===== config.mk =====
export PLATFORM = sky130hd
export DESIGN_NAME = smc_regs
export DESIGN_NICKNAME = d
export VERILOG_FILES = /design/src/include/smc_pkg.sv /design/src/core/smc_regs.sv /design/src/core/smc_timer.sv
export SDC_FILE = /design/constraint.sdc
export NUM_CORES = 1
export LEC_CHECK = 0
export BUFFER_PORTS_ARGS = -buffer_cell sky130_fd_sc_hd__clkbuf_2
export CAP_MARGIN = 25
export CORE_AREA = 2 2 104 106
export CTS_CLUSTER_SIZE = 30
export DETAILED_ROUTE_END_ITERATION = 12
export DIE_AREA = 0 0 106 108
export PLACE_DENSITY = 0.83
export SYNTH_ARGS = -nofsm -noshare
export SYNTH_HDL_FRONTEND = slang
export SYNTH_SLANG_ARGS = --single-unit

===== constraint.sdc =====
create_clock -name mclk -period 4.5 [get_ports mclk]
set_input_delay 0.45 -clock mclk [delete_from_list [all_inputs] [get_ports mclk]]
set_output_delay 0.45 -clock mclk [all_outputs]
set_load 0.02 [all_outputs]

===== src/include/smc_pkg.sv =====
// Constants and types for the switch miscellaneous control register bank.
// Assumes a single 50 MHz clock and the internal byte-wide register port.
`default_nettype none
package smc_pkg;
  // ==========================================================
  // Register offsets
  localparam logic [7:0] OFF_IRQ_MASK = 8'hbb;
  localparam logic [7:0] OFF_LINK_FLAGS = 8'hbc;
  localparam logic [7:0] OFF_PAUSE_LIMIT = 8'hbd;
  localparam logic [7:0] OFF_FIBER_LEVEL = 8'hc0;
  localparam logic [7:0] OFF_REGULATOR = 8'hc1;
  localparam logic [7:0] OFF_VLAN_INSERT = 8'hc2;
  localparam logic [7:0] OFF_POWER_LED = 8'hc3;
  localparam logic [7:0] OFF_SLEEP_DELAY = 8'hc4;
  localparam logic [7:0] OFF_INVALID_VLAN = 8'hc6;
  // ==========================================================
  // Reset values
  localparam logic [7:0] RST_IRQ_MASK = 8'h00;
  localparam logic [7:0] RST_LINK_FLAGS = 8'h00;
  localparam logic [7:0] RST_PAUSE_LIMIT = 8'h00;
  localparam logic [7:0] RST_FIBER_LEVEL = 8'h00;
  localparam logic [7:0] RST_REGULATOR = 8'h00;
  localparam logic [7:0] RST_VLAN_INSERT = 8'h00;
  localparam logic [7:0] RST_POWER_LED = 8'h00;
  localparam logic [7:0] RST_SLEEP_DELAY = 8'h50;
  localparam logic [7:0] RST_INVALID_VLAN = 8'h00;
  // ==========================================================
  // Writable and clearable bit masks
  localparam logic [7:0] MASK_FLAGS_W1C = 8'h87;
  localparam logic [7:0] MASK_FIBER = 8'hc0;
  localparam logic [7:0] MASK_REGULATOR = 8'h40;
  localparam logic [7:0] MASK_VLAN_INSERT = 8'h3f;
  localparam logic [7:0] MASK_INVALID_VLAN = 8'h70;
  // ==========================================================
  // Field positions
  localparam int FLAG_P12_CU = 7;
  localparam int FLAG_P3_MII = 2;
  localparam int FLAG_P2_CU = 1;
  localparam int FLAG_P1_ANY = 0;
  localparam int PWR_CPU_PD = 7;
  localparam int PWR_SW_PD = 6;
  localparam int PWR_LED_SEL_HI = 5;
  localparam int PWR_LED_SEL_LO = 4;
  localparam int PWR_LED_OUT_MODE = 3;
  localparam int PWR_PLL_OFF = 2;
  localparam int PWR_PM_HI = 1;
  localparam int PWR_PM_LO = 0;
  // Synchronised input lanes
  localparam int IN_P1_CU = 0;
  localparam int IN_P1_MII = 1;
  localparam int IN_P2_CU = 2;
  localparam int IN_P3_MII = 3;
  localparam int IN_ENERGY = 4;
  localparam int IN_W = 5;
  // ==========================================================
  // Timing
  localparam longint CLK_HZ = 50000000;
  localparam longint PAUSE_WAIT_MS = 160;
  localparam longint SLEEP_UNIT_MS = 20;
  localparam int unsigned PAUSE_WAIT_CYC = int'((PAUSE_WAIT_MS * CLK_HZ) / 1000);
  localparam int unsigned SLEEP_UNIT_CYC = int'((SLEEP_UNIT_MS * CLK_HZ) / 1000);
  // ==========================================================
  // Modes and states
  typedef enum logic [1:0] {
    PM_NORMAL = 2'h0,
    PM_ENERGY = 2'h1,
    PM_SW_DOWN = 2'h2,
    PM_SAVING = 2'h3
  } smc_pm_e;
  typedef enum logic [1:0] {
    LED_LA_SPEED = 2'h0,
    LED_L_ACT = 2'h1,
    LED_LA_DUPLEX = 2'h2,
    LED_L_DUPLEX = 2'h3
  } smc_led_e;
  typedef enum logic {
    ED_AWAKE = 1'h0,
    ED_ASLEEP = 1'h1
  } smc_ed_e;
endpackage : smc_pkg
`default_nettype wire


===== src/core/smc_regs.sv =====
// Miscellaneous control and status register bank of a three-port switch.
// Assumes link and energy pins are asynchronous; LED, pause and ready
// sources and the register port run on mclk.
`default_nettype none
module smc_regs #(
  parameter int unsigned PAUSE_WAIT = smc_pkg::PAUSE_WAIT_CYC,
  parameter int unsigned SLEEP_UNIT = smc_pkg::SLEEP_UNIT_CYC
) (
  input wire logic mclk,
  input wire logic rst_b,
  input wire logic [7:0] reg_addr,
  input wire logic reg_wr,
  input wire logic [7:0] reg_wdata,
  input wire logic reg_rd,
  output logic [7:0] reg_rdata,
  input wire logic p1_cu_link,
  input wire logic p1_mii_link,
  input wire logic p2_cu_link,
  input wire logic p3_mii_link,
  input wire logic energy_in,
  input wire logic pause_forced,
  input wire logic led_link,
  input wire logic led_act,
  input wire logic led_speed,
  input wire logic led_duplex,
  input wire logic energy_stretch,
  input wire logic device_ready,
  output logic irq_out_n,
  output logic flow_ctrl_invalidate,
  output logic [5:0] vlan_insert_en,
  output logic cpu_clk_pd_en,
  output logic switch_clk_pd_en,
  output logic pll_off_en,
  output smc_pkg::smc_pm_e pm_mode,
  output logic low_power,
  output logic [1:0] fiber_thresh_high,
  output logic regulator_disable,
  output logic [2:0] invalid_vlan_ports,
  output logic indicator_a,
  output logic indicator_b
);
  import smc_pkg::*;

  typedef struct packed {
    logic [IN_W-1:0] sync1;
    logic [IN_W-1:0] sync2;
    logic [IN_W-1:0] prev;
    logic [7:0] mask;
    logic [7:0] flags;
    logic [7:0] pause_en;
    logic [7:0] fiber;
    logic [7:0] regulator;
    logic [7:0] vlan_ins;
    logic [7:0] pwr_led;
    logic [7:0] sleep;
    logic [7:0] inv_vlan;
    logic [7:0] ed_cnt;
    smc_ed_e ed_state;
    logic [7:0] rdata;
    logic irq_n;
    logic ind_a;
    logic ind_b;
  } smc_state_s;

  smc_state_s st_r;
  smc_state_s st_nxt;
  logic pause_done;
  logic sleep_tick;
  logic pause_run;
  logic sleep_run;

  // ==========================================================
  // Address decode helper
  function automatic logic hit(input logic [7:0] addr, input logic [7:0] off,
                               input logic strobe);
    hit = strobe && (addr == off);
  endfunction : hit

  // ==========================================================
  // Interval timers
  // pause wait timing
  assign pause_run = (st_r.pause_en != 8'h00) && pause_forced;
  assign sleep_run = (smc_pm_e'(st_r.pwr_led[PWR_PM_HI:PWR_PM_LO]) == PM_ENERGY)
                     && !st_r.sync2[IN_ENERGY] && (st_r.ed_state == ED_AWAKE);

  smc_timer #(
    .LIMIT(PAUSE_WAIT)
  ) u_pause_tmr (
    .mclk(mclk),
    .rst_b(rst_b),
    .run(pause_run),
    .done(pause_done)
  );

  smc_timer #(
    .LIMIT(SLEEP_UNIT)
  ) u_sleep_tmr (
    .mclk(mclk),
    .rst_b(rst_b),
    .run(sleep_run),
    .done(sleep_tick)
  );

  // ==========================================================
  // Next-state logic
  always_comb begin
    logic [IN_W-1:0] edge_seen;
    logic [7:0] events;
    logic [7:0] clr;
    smc_led_e led_sel;
    st_nxt = st_r;
    edge_seen = '0;
    events = '0;
    clr = '0;
    led_sel = smc_led_e'(st_r.pwr_led[PWR_LED_SEL_HI:PWR_LED_SEL_LO]);

    // Input synchronisers and change detect
    st_nxt.sync1 = {energy_in, p3_mii_link, p2_cu_link, p1_mii_link, p1_cu_link};
    st_nxt.sync2 = st_r.sync1;
    st_nxt.prev = st_r.sync2;
    edge_seen = st_r.sync2 ^ st_r.prev;

    events[FLAG_P12_CU] = edge_seen[IN_P1_CU] | edge_seen[IN_P2_CU];
    events[FLAG_P3_MII] = edge_seen[IN_P3_MII];
    events[FLAG_P2_CU] = edge_seen[IN_P2_CU];
    events[FLAG_P1_ANY] = edge_seen[IN_P1_CU] | edge_seen[IN_P1_MII];

    // Register writes
    // mask storage
    if (hit(reg_addr, OFF_IRQ_MASK, reg_wr)) begin
      st_nxt.mask = reg_wdata;
    end
    if (hit(reg_addr, OFF_LINK_FLAGS, reg_wr)) begin
      clr = reg_wdata & MASK_FLAGS_W1C;
    end
    st_nxt.flags = (st_r.flags & ~clr) | events;
    if (hit(reg_addr, OFF_PAUSE_LIMIT, reg_wr)) begin
      st_nxt.pause_en = reg_wdata;
    end
    if (hit(reg_addr, OFF_FIBER_LEVEL, reg_wr)) begin
      st_nxt.fiber = reg_wdata & MASK_FIBER;
    end
    if (hit(reg_addr, OFF_REGULATOR, reg_wr)) begin
      st_nxt.regulator = reg_wdata & MASK_REGULATOR;
    end
    if (hit(reg_addr, OFF_VLAN_INSERT, reg_wr)) begin
      st_nxt.vlan_ins = reg_wdata & MASK_VLAN_INSERT;
    end
    if (hit(reg_addr, OFF_POWER_LED, reg_wr)) begin
      st_nxt.pwr_led = reg_wdata;
    end
    if (hit(reg_addr, OFF_SLEEP_DELAY, reg_wr)) begin
      st_nxt.sleep = reg_wdata;
    end
    if (hit(reg_addr, OFF_INVALID_VLAN, reg_wr)) begin
      st_nxt.inv_vlan = reg_wdata & MASK_INVALID_VLAN;
    end

    st_nxt.irq_n = ~|(st_nxt.flags & st_nxt.mask);

    if (smc_pm_e'(st_r.pwr_led[PWR_PM_HI:PWR_PM_LO]) != PM_ENERGY
        || st_r.sync2[IN_ENERGY]) begin
      st_nxt.ed_state = ED_AWAKE;
      st_nxt.ed_cnt = '0;
    end else begin
      case (st_r.ed_state)
        ED_AWAKE: begin
          if (st_r.ed_cnt >= st_r.sleep) begin
            st_nxt.ed_state = ED_ASLEEP;
          end else if (sleep_tick) begin
            st_nxt.ed_cnt = st_r.ed_cnt + 8'h1;
          end
        end
        default: begin
          st_nxt.ed_state = ED_ASLEEP;
        end
      endcase
    end

    if (st_r.pwr_led[PWR_LED_OUT_MODE]) begin
      st_nxt.ind_a = ~device_ready;
      st_nxt.ind_b = ~energy_stretch;
    end else begin
      case (led_sel)
        LED_LA_SPEED: begin
          st_nxt.ind_a = led_link & ~led_act;
          st_nxt.ind_b = led_speed;
        end
        LED_L_ACT: begin
          st_nxt.ind_a = led_link;
          st_nxt.ind_b = led_act;
        end
        LED_LA_DUPLEX: begin
          st_nxt.ind_a = led_link & ~led_act;
          st_nxt.ind_b = led_duplex;
        end
        default: begin
          st_nxt.ind_a = led_link;
          st_nxt.ind_b = led_duplex;
        end
      endcase
    end

    // Read data
    if (!reg_rd) begin
      st_nxt.rdata = st_r.rdata;
    end else if (reg_addr == OFF_IRQ_MASK) begin
      st_nxt.rdata = st_r.mask;
    end else if (reg_addr == OFF_LINK_FLAGS) begin
      st_nxt.rdata = st_r.flags;
    end else if (reg_addr == OFF_PAUSE_LIMIT) begin
      st_nxt.rdata = st_r.pause_en;
    end else if (reg_addr == OFF_FIBER_LEVEL) begin
      st_nxt.rdata = st_r.fiber;
    end else if (reg_addr == OFF_REGULATOR) begin
      st_nxt.rdata = st_r.regulator;
    end else if (reg_addr == OFF_VLAN_INSERT) begin
      st_nxt.rdata = st_r.vlan_ins;
    end else if (reg_addr == OFF_POWER_LED) begin
      st_nxt.rdata = st_r.pwr_led;
    end else if (reg_addr == OFF_SLEEP_DELAY) begin
      st_nxt.rdata = st_r.sleep;
    end else if (reg_addr == OFF_INVALID_VLAN) begin
      st_nxt.rdata = st_r.inv_vlan;
    end else begin
      st_nxt.rdata = 8'h00;
    end
  end

  // ==========================================================
  // State register
  always_ff @(posedge mclk) begin
    if (!rst_b) begin
      st_r.sync1 <= '0;
      st_r.sync2 <= '0;
      st_r.prev <= '0;
      st_r.mask <= RST_IRQ_MASK;
      st_r.flags <= RST_LINK_FLAGS;
      st_r.pause_en <= RST_PAUSE_LIMIT;
      st_r.fiber <= RST_FIBER_LEVEL;
      st_r.regulator <= RST_REGULATOR;
      st_r.vlan_ins <= RST_VLAN_INSERT;
      st_r.pwr_led <= RST_POWER_LED;
      st_r.sleep <= RST_SLEEP_DELAY;
      st_r.inv_vlan <= RST_INVALID_VLAN;
      st_r.ed_cnt <= '0;
      st_r.ed_state <= ED_AWAKE;
      st_r.rdata <= 8'h00;
      st_r.irq_n <= 1'b1;
      st_r.ind_a <= 1'b0;
      st_r.ind_b <= 1'b0;
    end else begin
      st_r <= st_nxt;
    end
  end

  // ==========================================================
  // Outputs
  assign reg_rdata = st_r.rdata;
  assign irq_out_n = st_r.irq_n;
  assign flow_ctrl_invalidate = pause_done;
  assign vlan_insert_en = st_r.vlan_ins[5:0];
  assign cpu_clk_pd_en = st_r.pwr_led[PWR_CPU_PD];
  assign switch_clk_pd_en = st_r.pwr_led[PWR_SW_PD];
  assign pll_off_en = st_r.pwr_led[PWR_PLL_OFF];
  assign pm_mode = smc_pm_e'(st_r.pwr_led[PWR_PM_HI:PWR_PM_LO]);
  assign low_power = (st_r.ed_state == ED_ASLEEP);
  assign fiber_thresh_high = st_r.fiber[7:6];
  assign regulator_disable = st_r.regulator[6];
  assign invalid_vlan_ports = st_r.inv_vlan[6:4];
  assign indicator_a = st_r.ind_a;
  assign indicator_b = st_r.ind_b;
endmodule : smc_regs
`default_nettype wire


===== src/core/smc_timer.sv =====
// Restartable interval counter giving a pulse every LIMIT cycles of run.
// Assumes run comes from logic on mclk.
`default_nettype none
module smc_timer #(
  parameter int unsigned LIMIT = 1
) (
  input wire logic mclk,
  input wire logic rst_b,
  input wire logic run,
  output logic done
);
  import smc_pkg::*;

  typedef struct packed {
    logic [31:0] cnt;
    logic done;
  } smc_tmr_s;

  localparam logic [31:0] LAST = 32'(LIMIT - 1);

  smc_tmr_s st_r;
  smc_tmr_s st_nxt;

  // ==========================================================
  // Counting
  always_comb begin
    st_nxt = st_r;
    st_nxt.done = 1'b0;
    if (!run) begin
      st_nxt.cnt = '0;
    end else if (st_r.cnt >= LAST) begin
      st_nxt.cnt = '0;
      st_nxt.done = 1'b1;
    end else begin
      st_nxt.cnt = st_r.cnt + 32'h1;
    end
  end

  always_ff @(posedge mclk) begin
    if (!rst_b) begin
      st_r <= '0;
    end else begin
      st_r <= st_nxt;
    end
  end

  assign done = st_r.done;
endmodule : smc_timer
`default_nettype wire


* After elaboration in Yosys (flattened, before gate mapping) *
Index checks and enable logic that the tools add are counted.

storage, ports and cells
  register bits = 152
  bits in latches = 0
  RAM bits = 0
  memory bits (read-only) = 0
  output and inout bits = 30
  word-level logic and storage cells = 98
  memories = 0

operators by class
  $add $sub $neg = 3
  multipliers = 0
  div/mod/pow operators = 0
  order comparisons = 3
  equality and inequality tests = 13
  shifts and indexed selects = 0
  mux-type cells = 17
  bitwise logic cells = 16
  reduce and logical (&&, ||, !) cells = 24

operators by type and width
  kind                                                                                   count
  8-bit 2-to-1 mux                                                                       10
  8-bit equality test, second input constant                                             9
  32-bit by 1-bit adder with 32-bit output, second input constant                        2
  32-bit by 20-bit greater-or-equal comparator with 1-bit output, second input constant  1
  32-bit by 23-bit greater-or-equal comparator with 1-bit output, second input constant  1
  8-bit AND                                                                              2
  1-bit logical AND                                                                      12
  8-bit by 1-bit adder with 8-bit output, second input constant                          1
  8-bit greater-or-equal comparator                                                      1
  1-bit inverter                                                                         8
  8-bit inverter                                                                         1
  8-bit bitwise OR                                                                       1
  8-bit nonzero test                                                                     1
  8-bit OR reduction                                                                     1
  7-bit 2-to-1 mux                                                                       1
  2-bit one-hot mux with 3 select lines                                                  1
  3-bit OR reduction                                                                     2
  2-bit by 1-bit equality test with 1-bit output, second input constant                  2
  1-bit 2-to-1 mux                                                                       4
  2-bit AND reduction                                                                    2
  4-bit bitwise XOR                                                                      1
  3-bit AND reduction                                                                    1
  2-bit equality test, second input constant                                             1
  1-bit zero test                                                                        2
  other kinds (7)                                                                        8

* Logic depth before layout (Yosys ltp) *
Gate-level depths: netlist of run 1.

  depth after elaboration = 10
  gate-level depth with buffers = 8
  depth with buffers taken out = 8

* Modules after synthesis *
A second synthesis of run 1 with hierarchy kept.

unflattened totals
  cells, all modules = 728
  area total of the unflattened synthesis = 6571.3 µm²

by module, submodules not included
  module                    instances  cells an instance  area an instance (µm²)
  smc_regs                  1          453                3996.3
  smc_timer at u_pause_tmr  1          141                1322.5
  smc_timer at u_sleep_tmr  1          134                1252.5

* Worst setup path after synthesis of run 1 *
No wires, ideal clock.

  path type = register to register
  from = register st_r[12] (netlist bit)
  to = register st_r[16] (netlist bit)
  setup time = 0.119 ns
  arrival time = 1.967 ns
  data required time = 4.381 ns
  setup slack = 2.414 ns
  cell stages (with the launch flop) = 9
  buffers on the path = 0
  period minus slack after synthesis = 2.086 ns
  cell sequence = dfxtp_1 > inv_1 > ha_1 > nand2b_1 > a21o_1 > a211o_1 > a2111oi_4 > a21o_1 > a21oi_1

on the way
  cells in the longest elaborated chain, start to end = 3
  elaborated cells between the ends (all ways) = 4

ends and longest elaborated chain
  what                                  line             source
  start, declared                       smc_regs.sv:65   smc_state_s st_r;
  start signal, assigned                smc_regs.sv:253  st_r <= st_nxt;
  8-bit greater-or-equal comparator     smc_regs.sv:168  if (st_r.ed_cnt >= st_r.sleep) begin
  1-bit inverter (no source line)       --
  3-bit AND reduction (no source line)  --

Several ways; a longest one is shown, not always the timed one.
A chain may end at the register's enable or synchronous reset.

* Worst setup path in the final report of run 1 *
Ends and elaborated chain as after synthesis.

==> implementation parameters, run 1 <==
Parameter                              Value

Status
  Run status ... finished, final reports clean

STA
  Relative slew slack ... roughly 43%
  Final setup violation count ... 0
  Maximum achievable frequency ... 0.422 GHz
  Min Hold Slack ... 0.128 ns
  Minimum period implied by the final worst setup slack ... 2.37 ns
  Post-Route Skew ... roughly 0.0044 ns
  Transition time at the pin with the least slew margin ... ~0.85 ns
  Final period util ... between 50% and 60%
  Count of pins over their slew limit ... 0
  Number of hold violations in the final report ... 0
  Setup TNS Final ... 0 ns
  Setup repair after global routing missed its margin ... false

Drt
  Via-per-instance ratio ... around 5.9
  Met2 WL post-DR ... about 7.3 mm
  Met3 wire length ... about 1.1 mm
  Metal-1 WL ... just under 6 mm
  Total vias in the final route ... between 5000 and 6000
  DRC viols ... 0
  1st-iter DRT viols ... between 300 and 400
  Detailed-router iteration count before antenna repair ... 5
  DR top layer ... met4
  Total wire length after detailed routing ... roughly 15 mm
  Average wire per standard cell ... around 16 um
  Remaining antenna violation count after routing ... 0

Synthesis
  Unique cell type count in the Yosys netlist ... 63
  Number of register bits inferred by synthesis ... 148
  Fraction of post-synthesis cell area in the top cell type by area ... a little under half
  Most frequently used flop master after synthesis ... dfxtp_1
  Number of standard cells after synthesis ... between 700 and 800
  Post-synthesis average cell area ... a little over 9 sq um
  Largest area contributor in the synthesized netlist ... dfxtp_1
  Count of synthesis-stage warnings from yosys ... 0
  Number of enable flip-flop cells after synthesis ... 0
  Summed instance area of the synthesized netlist ... roughly 6400 sq um
  Sequential-to-total area share from yosys stat ... between 40% and 50%
  Top cell types by occurrence after synthesis ... 148 x dfxtp_1, 68 x nand2_1, 66 x nor2_1
  Most frequent cell after synthesis ... dfxtp_1
  Area contributors post-synth ... dfxtp_1 46%, nand2_1 4.0%, a21oi_1 3.9%, nor2_1 3.9%, xnor2_1 3.4%
  Share of async-settable or async-resettable flops after synthesis ... 0%

Clocking
  Number of hold buffers added after CTS ... 0
  H-tree levels ... 4
  CTS-repair resized insts ... 0
  Post CTS Setup Buffer Count ... 0
  Max clock buf depth ... 2
  Clock buffer count from CTS ... 17
  Buffer type at the clock tree root ... clkbuf_8
  CTS tree ... done
  Clock sink count ... about 150
  Clock transition time at the flip-flop clock pins of the worst setup and hold paths ... roughly 0.060 ns
  Insertion delay to the later sink of the worst-skew pair ... between 0.5 and 0.6 ns

Setup path
  Critical setup path kind ... register to register
  Largest stage delay on the critical path ... ~0.50 ns
  Largest driver fanout on the critical path ... 7
  Endpoint type of the worst setup path ... register
  Data arrival, critical path ... about 2.8 ns
  Required time of the worst setup path ... between 4 and 5 ns
  Chain of cells forming the critical path ... inv_1 -> ha_1 -> nand2b_1 -> a21o_1 -> a211o_1 -> a2111oi_4 -> nand3_1 -> a21oi_1
  Critical Path Source Type ... register
  Library cell contributing the largest single delay on the critical path ... a2111oi_4

Global route
  Total GRT Usage ... approximately a quarter
  Initial antenna violation count ... 0
  Largest net degree at the start of global routing ... 52
  Global-route wire length before repair ... between 20 and 25 mm
  Congestion Overflow GR ... 0
  Vias in the first global route ... 5092

Pwr
  Leak Pwr ... approximately 2.7 nW
  Total chip power ... 2.93 mW
  Max IR drop VDD ... roughly 270 uV
  PD cells ... ~400 nW/um^2

Min path
  Class of the tightest hold or removal check ... input port to register

Floorplan
  Horizontal die dimension ... roughly 110 um
  Y dimension of the die ... between 100 and 150 um
  Area enclosed by the die boundary ... 11400 sq um
  Initial core utilization ... a little over three fifths
  Num rows ... 37
  Core Footprint ... 10200 sq um
  # IOs ... 62

Layout
  Antenna Diode Count ... 0
  Syn-to-layout area delta ... 14.0%
  Fraction of final layout cells sized beyond drive strength 1 ... 17.1%
  Layout Nets ... 802

Place
  HPWL reported at the end of detailed placement ... around 10 mm
  Quantity of I/O buffers inserted on ports ... 61
  Routability congestion estimate from global placement ... slightly above 0.9

Flow run
  Max-cap check violation count ... 0
## worst max-delay path, delay by kind of cell (launching register included)
kind            cells  cell delay, ns
compound gates      4            1.26
fa+ha+maj           1            0.28
buf+inv             1            0.06
flops               1            0.39
simple gates        2            0.31
## cell type report
cell class,instances,area [sq um]
Multi-Input combinational cell,499,3100
Timing Repair Buffer,64,348
Sequential cell,148,2960
Inverter,29,109
Clock buffer,17,414
Tap cell,136,170
Clock inverter,13,209
Fill cell,727,2920
## cell families (layout without fill, tap and decap cells)
logic type                 count (synthesis)  after routing  synth area share, %
AOI/OAI and AO/OA                        130            130                 12.8
xor gates and xnor gates                  45             45                 6.15
adders and majority gates                 11             11                 2.15
buffers and inverters                     81            123                 6.75
DFF                                      148            148                 46.2
muxes                                     22             22                 3.49
other                                      1             21               0.0585
and+or+nand+nor                          270            270                 22.4
## per-layer routing
metal / track usage (%) / vias to the layer above
met5: 0 / -
met1: 30.9 / 2493
li1: - / 2519
met3: 6.63 / 51
met4: 14.0 / 0
met2: 44.5 / 255
## placed cells by master (no fill, tap or decap), drive strengths merged, types with 4 or more instances in the layout
master,count
dfxtp,148
clkbuf,78
nand2,69
nor2,67
a21oi,50
nand3,36
o21ai,33
inv,30
nor3,27
xnor2,25
conb,21
xor2,20
mux2i,19
and2,16
nand4,13
ha,11
nor4,10
and3,9
nor2b,7
a31oi,6
bufinv,5
or3,4
a21o,4
and4,4
a2111oi,4
clkinv,4
## worst paths after layout
path              start    endpoint  slack, ns  depth (start not counted)
max reg2reg    st_r[12]    st_r[16]       2.13                          8
min          p1_cu_link  st_nxt[97]       0.13                          2
max            st_r[12]    st_r[16]       2.13                          8
min reg2reg  st_nxt[97]  st_nxt[92]       0.43                          1
## registers in the layout (all words and copies together) (netlist names), 2 cells and up
name / flops
invalid_vlan_ports: 3
u_pause_tmr.st_r: 32
u_sleep_tmr.st_r: 32
st_nxt: 10
reg_rdata: 8
vlan_insert_en: 6
fiber_thresh_high: 2
pm_mode: 2
st_r: 43
## report_power, final
part | total, mW | switching [mW] | internal (mW)
logic | 0.0990 | 0.0670 | 0.0320
clock network | 1.49 | 0.536 | 0.950
registers | 1.34 | 0.00980 | 1.33
## stage by stage
step           worst slack (ns)  cells  util, %  instance area, sq um
2_1_floorplan              2.41    728        -                  6490
3_3_place_gp               1.63    875     65.1                  6660
3_5_place_dp               1.49    875     65.1                  6660
4_1_cts                    2.04    905     71.2                  7280
5_1_grt                    2.00    906     71.5                  7310
6_report                   2.13    906     71.5                  7310
(Power assumes the default switching activity.)
==> inputs of run 2 (changes only) <==
--- a/config.mk
+++ b/config.mk
@@ -5,13 +5,14 @@
 export SDC_FILE = /design/constraint.sdc
 export NUM_CORES = 1
 export LEC_CHECK = 0
+export ABC_AREA = 1
 export BUFFER_PORTS_ARGS = -buffer_cell sky130_fd_sc_hd__clkbuf_2
 export CAP_MARGIN = 25
-export CORE_AREA = 2 2 104 106
+export CORE_AREA = 2 2 108 110
 export CTS_CLUSTER_SIZE = 30
 export DETAILED_ROUTE_END_ITERATION = 12
-export DIE_AREA = 0 0 106 108
-export PLACE_DENSITY = 0.83
+export DIE_AREA = 0 0 110 112
+export PLACE_DENSITY = 0.79
 export SYNTH_ARGS = -nofsm -noshare
 export SYNTH_HDL_FRONTEND = slang
 export SYNTH_SLANG_ARGS = --single-unit
==> constraint.sdc (replaced) <==
create_clock -name mclk -period 2.3 [get_ports mclk]
set_input_delay 0.23 -clock mclk [delete_from_list [all_inputs] [get_ports mclk]]
set_output_delay 0.23 -clock mclk [all_outputs]
set_load 0.02 [all_outputs]
==> run 2 against run 1 <==
  * Clock-buffer cell count increased by 2
  * Die area increased by 7.6%
  * Combinational power increased by 100%
  * Hold slack got worse by 0.075 ns
  * Critical endpoint is now u_sleep_tmr.st_r[1]
==> implementation parameters, run 2 <==
Parameter                              Value

Status
  Run status ... finished, final reports clean

STA
  Number of hold violations in the final report ... 0 (unchanged)
  Setup TNS Final ... 0 ns (unchanged)
  Transition time at the pin with the least slew margin ... 0.498 ns (-0.352 ns)
  Final period util ... 80.8% (+28 points)
  Final setup violation count ... 0 (unchanged)
  Minimum period implied by the final worst setup slack ... 1.86 ns (-0.510 ns)
  Maximum achievable frequency ... 0.538 GHz (+27%)
  Post-Route Skew ... 0.0105 ns (+0.00604 ns)
  Count of pins over their slew limit ... 0 (unchanged)
  Relative slew slack ... 66.5% (+23 points)
  Setup repair after global routing missed its margin ... false

Synthesis
  Fraction of post-synthesis cell area in the top cell type by area ... 45.6% (-0.60 points)
  Count of synthesis-stage warnings from yosys ... 0 (unchanged)
  Summed instance area of the synthesized netlist ... 6500 sq um (+1.3%)
  Share of async-settable or async-resettable flops after synthesis ... 0% (unchanged)
  Top cell types by occurrence after synthesis ... 148 x dfxtp_1, 145 x nand2_1, 115 x inv_1
  Most frequent cell after synthesis ... dfxtp_1
  Most frequently used flop master after synthesis ... dfxtp_1
  Post-synthesis average cell area ... 7.59 sq um (-16%)
  Number of register bits inferred by synthesis ... 148 (unchanged)
  Sequential-to-total area share from yosys stat ... 45.6% (-0.60 points)
  Unique cell type count in the Yosys netlist ... 41 (-35%)
  Area contributors post-synth ... dfxtp_1 46%, nand2_1 8.4%, inv_1 6.6%, a21oi_1 5.7%, nor2_1 5.0%
  Number of standard cells after synthesis ... 856 (+21%)
  Largest area contributor in the synthesized netlist ... dfxtp_1
  Number of enable flip-flop cells after synthesis ... 0 (unchanged)

Setup path
  Largest driver fanout on the critical path ... 9 (+2)
  Number of buffers and inverters on the critical path ... 2 (+1)
  Critical setup path kind ... register to register
  Reg-to-reg critical path startpoint ... u_sleep_tmr.st_r[1]
  Endpoint of the worst-slack reg-to-reg timing path ... u_sleep_tmr.st_r[1]
  Register-to-Register Setup Slack ... 0.44 ns (-1.69 ns)
  Top Family by Delay on Critical Path ... simple AND/OR/NAND/NOR gates
  Endpoint type of the worst setup path ... register
  Register-to-Register Path Depth ... 10 (+2)
  Largest stage delay on the critical path ... 0.37 ns (-0.13 ns)
  Cell with the most instances on the worst path ... nand2_1
  Library cell contributing the largest single delay on the critical path ... dfxtp_1
  Critical Path Source Type ... register
  Data arrival, critical path ... 2.17 ns (-0.65 ns)
  Required time of the worst setup path ... 2.61 ns (-2.35 ns)
  Chain of cells forming the critical path ... ha_1 -> inv_1 -> nor2_4 -> nand2_1 -> nor3b_1 -> o21ai_0 -> nand2_1 -> nand3_1 -> buf_4 -> nor2_1

Floorplan
  Y dimension of the die ... 112 um (+3.7%)
  # IOs ... 62 (unchanged)
  Initial core utilization ... 58.2% (-4.5 points)
  Area enclosed by the die boundary ... 12300 sq um (+7.6%)
  Num rows ... 39 (+5.4%)
  Horizontal die dimension ... 110 um (+3.8%)
  Core Footprint ... 11200 sq um (+9.2%)

Clocking
  H-tree levels ... 4 (unchanged)
  Max clock buf depth ... 2 (unchanged)
  CTS-repair resized insts ... 0 (unchanged)
  Insertion delay to the later sink of the worst-skew pair ... 0.43 ns (-0.10 ns)
  Number of hold buffers added after CTS ... 6 (+6)
  CTS tree ... done
  Clock transition time at the flip-flop clock pins of the worst setup and hold paths ... 0.06 ns (about the same)
  Clock buffer count from CTS ... 17 (unchanged)
  Post CTS Setup Buffer Count ... 0 (unchanged)
  Clock sink count ... 148 (unchanged)
  Buffer type at the clock tree root ... clkbuf_16

Drt
  DRC viols ... 0 (unchanged)
  1st-iter DRT viols ... 366 (-4.9%)
  Detailed-router iteration count before antenna repair ... 5 (unchanged)
  Total wire length after detailed routing ... 13.9 mm (-6.5%)
  Total vias in the final route ... 5550 (+4.4%)
  Average wire per standard cell ... 12.8 um (-22%)
  Via-per-instance ratio ... 5.11 (-13%)
  Remaining antenna violation count after routing ... 0 (unchanged)

Min path
  Hold Crit Endpoint ... indicator_b
  Worst Hold Path Cells ... 4 (+2)
  Class of the tightest hold or removal check ... input port to register
  Start point of the worst hold path ... energy_stretch

Layout
  Biggest regs ... st_r (43), u_pause_tmr.st_r (32), u_sleep_tmr.st_r (32)
  Syn-to-layout area delta ... 15.9%
  Fraction of final layout cells sized beyond drive strength 1 ... 14.6% (-2.5 points)
  Final std cell area, no fill ... 7530 sq um (+3.0%)
  Layout Nets ... 973 (+21%)
  Most common cell after layout, fill and taps aside ... dfxtp_1
  Antenna Diode Count ... 0 (unchanged)
  Top library cells by usage in the layout, fill and taps aside ... 148 x dfxtp_1, 145 x nand2_1, 115 x inv_1
  Max FFs per register ... 43 (unchanged)
  Top register by number of flip-flops ... st_r

Pwr
  Net switching share of the total power ... 21.2% (+0.23 points)
  Switching power of the nets ... 1.19 mW (+94%)
  Cell internal pwr ... 4.44 mW (+92%)
  Leak Pwr ... 3.08 nW (+14%)
  Comb pwr share ... 3.6% (+0.2 points)
  PD cells ... 747 nW/um^2 (+86%)
  Proportion of power drawn by flip-flops and latches ... 46.7% (+0.8 points)
  Clock group share of total power ... 49.7% (-1.1 points)
  Max IR drop VDD ... 687 uV (+160%)

Place
  HPWL reported at the end of detailed placement ... 9.95 mm (-1.3%)
  Routability congestion estimate from global placement ... 0.901 (-1.1%)
  Quantity of I/O buffers inserted on ports ... 61 (unchanged)
  Total placed instance area ... 6860 sq um (+3.0%)

Global route
  Largest net degree at the start of global routing ... 49 (-5.8%)
  Congestion Overflow GR ... 0 (unchanged)
  Total GRT Usage ... 23.9% (-2.4 points)
  Vias in the first global route ... 5050 (-0.82%)
  Initial antenna violation count ... 0 (unchanged)
  Global-route wire length before repair ... 22.8 mm (-3.4%)

Flow run
  Max-cap check violation count ... 0 (unchanged)
run 2: cell types whose count changed in the layout (fill, tap and decap cells not counted), sizes merged, moves of 9 or more:
cell and delta:
nand2 +81, o21ai +31, and3 -9, mux2i -19, and2 -16, nand4 +9, xnor2 -14, nor2 +31
a21oi +24, inv +93
run 2: final cells by class:
| class | count | area, sq um |
|---|---|---|
| multi-input combinational | 565 | 2900 |
| inverter | 123 | 462 |
| tap | 143 | 179 |
| fill | 960 | 3640 |
| sequential | 148 | 2960 |
| clock buffer | 19 | 453 |
| timing repair buffer | 75 | 425 |
| clock inverter | 13 | 156 |
run 2: worst max-delay path by stage:
| stage | end | slack [ns] | cells after the start | start |
|---|---|---|---|---|
| floorplan | st_r[17] | 0.55 | 9 | st_r[15] |
| detailed placement | u_sleep_tmr.st_r[3] | 0.44 | 10 | u_sleep_tmr.st_r[1] |
| global route | u_pause_tmr.st_r[19] | 0.24 | 13 | u_pause_tmr.st_r[1] |
| CTS | u_sleep_tmr.st_r[3] | 0.43 | 10 | u_sleep_tmr.st_r[1] |
| global placement | u_sleep_tmr.st_r[5] | 0.52 | 10 | u_sleep_tmr.st_r[1] |
| finish | u_sleep_tmr.st_r[1] | 0.44 | 10 | u_sleep_tmr.st_r[1] |
run 2: power by group through the flow:
stage                     clock [mW]  combinational [mW]  sequential [mW]
after floorplan                    0               0.116             2.68
after global placement             0               0.186             2.68
after detailed placement           0               0.189             2.68
after CTS                       2.84               0.198             2.63
after global routing            2.96               0.227             2.63
final                           2.80               0.200             2.63
run 2: kinds of logic after synthesis:
group | count (synthesis) | synth area share [%]
simple gates | 351 | 25.1
buf+inv | 163 | 11.0
compound gates | 158 | 12.9
flops | 148 | 45.6
xor+xnor | 24 | 3.23
fa+ha+maj | 11 | 2.12
other cells | 1 | 0.0577
run 2: worst register-to-register path, delay by kind of cell, from the launching register on:
kind	cells	cell delay [ns]
simple gates	6	0.72
flops	1	0.37
buf+inv	2	0.29
fa+ha+maj	1	0.20
compound gates	1	0.17
run 2: routing by layer:
layer	wire [um]	vias to the layer above	track usage [%]
li1	-	2883	-
met1	6130	2525	29.1
met2	6810	124	39.6
met3	711	18	7.38
met4	208	0	8.61
met5	0	-	0
run 2: through the flow:
stage	std cells	total power, mW	util (%)	hold WS (ns)	worst slack (ns)
floorplan	876	2.80	-	0.328	0.547
global placement	1048	2.87	61.4	0.394	0.522
detailed placement	1048	2.87	61.4	0.406	0.438
CTS	1086	5.67	67.4	0.0332	0.428
global route	1086	5.82	67.4	0.0832	0.240
finish	1086	5.63	67.4	0.0526	0.442
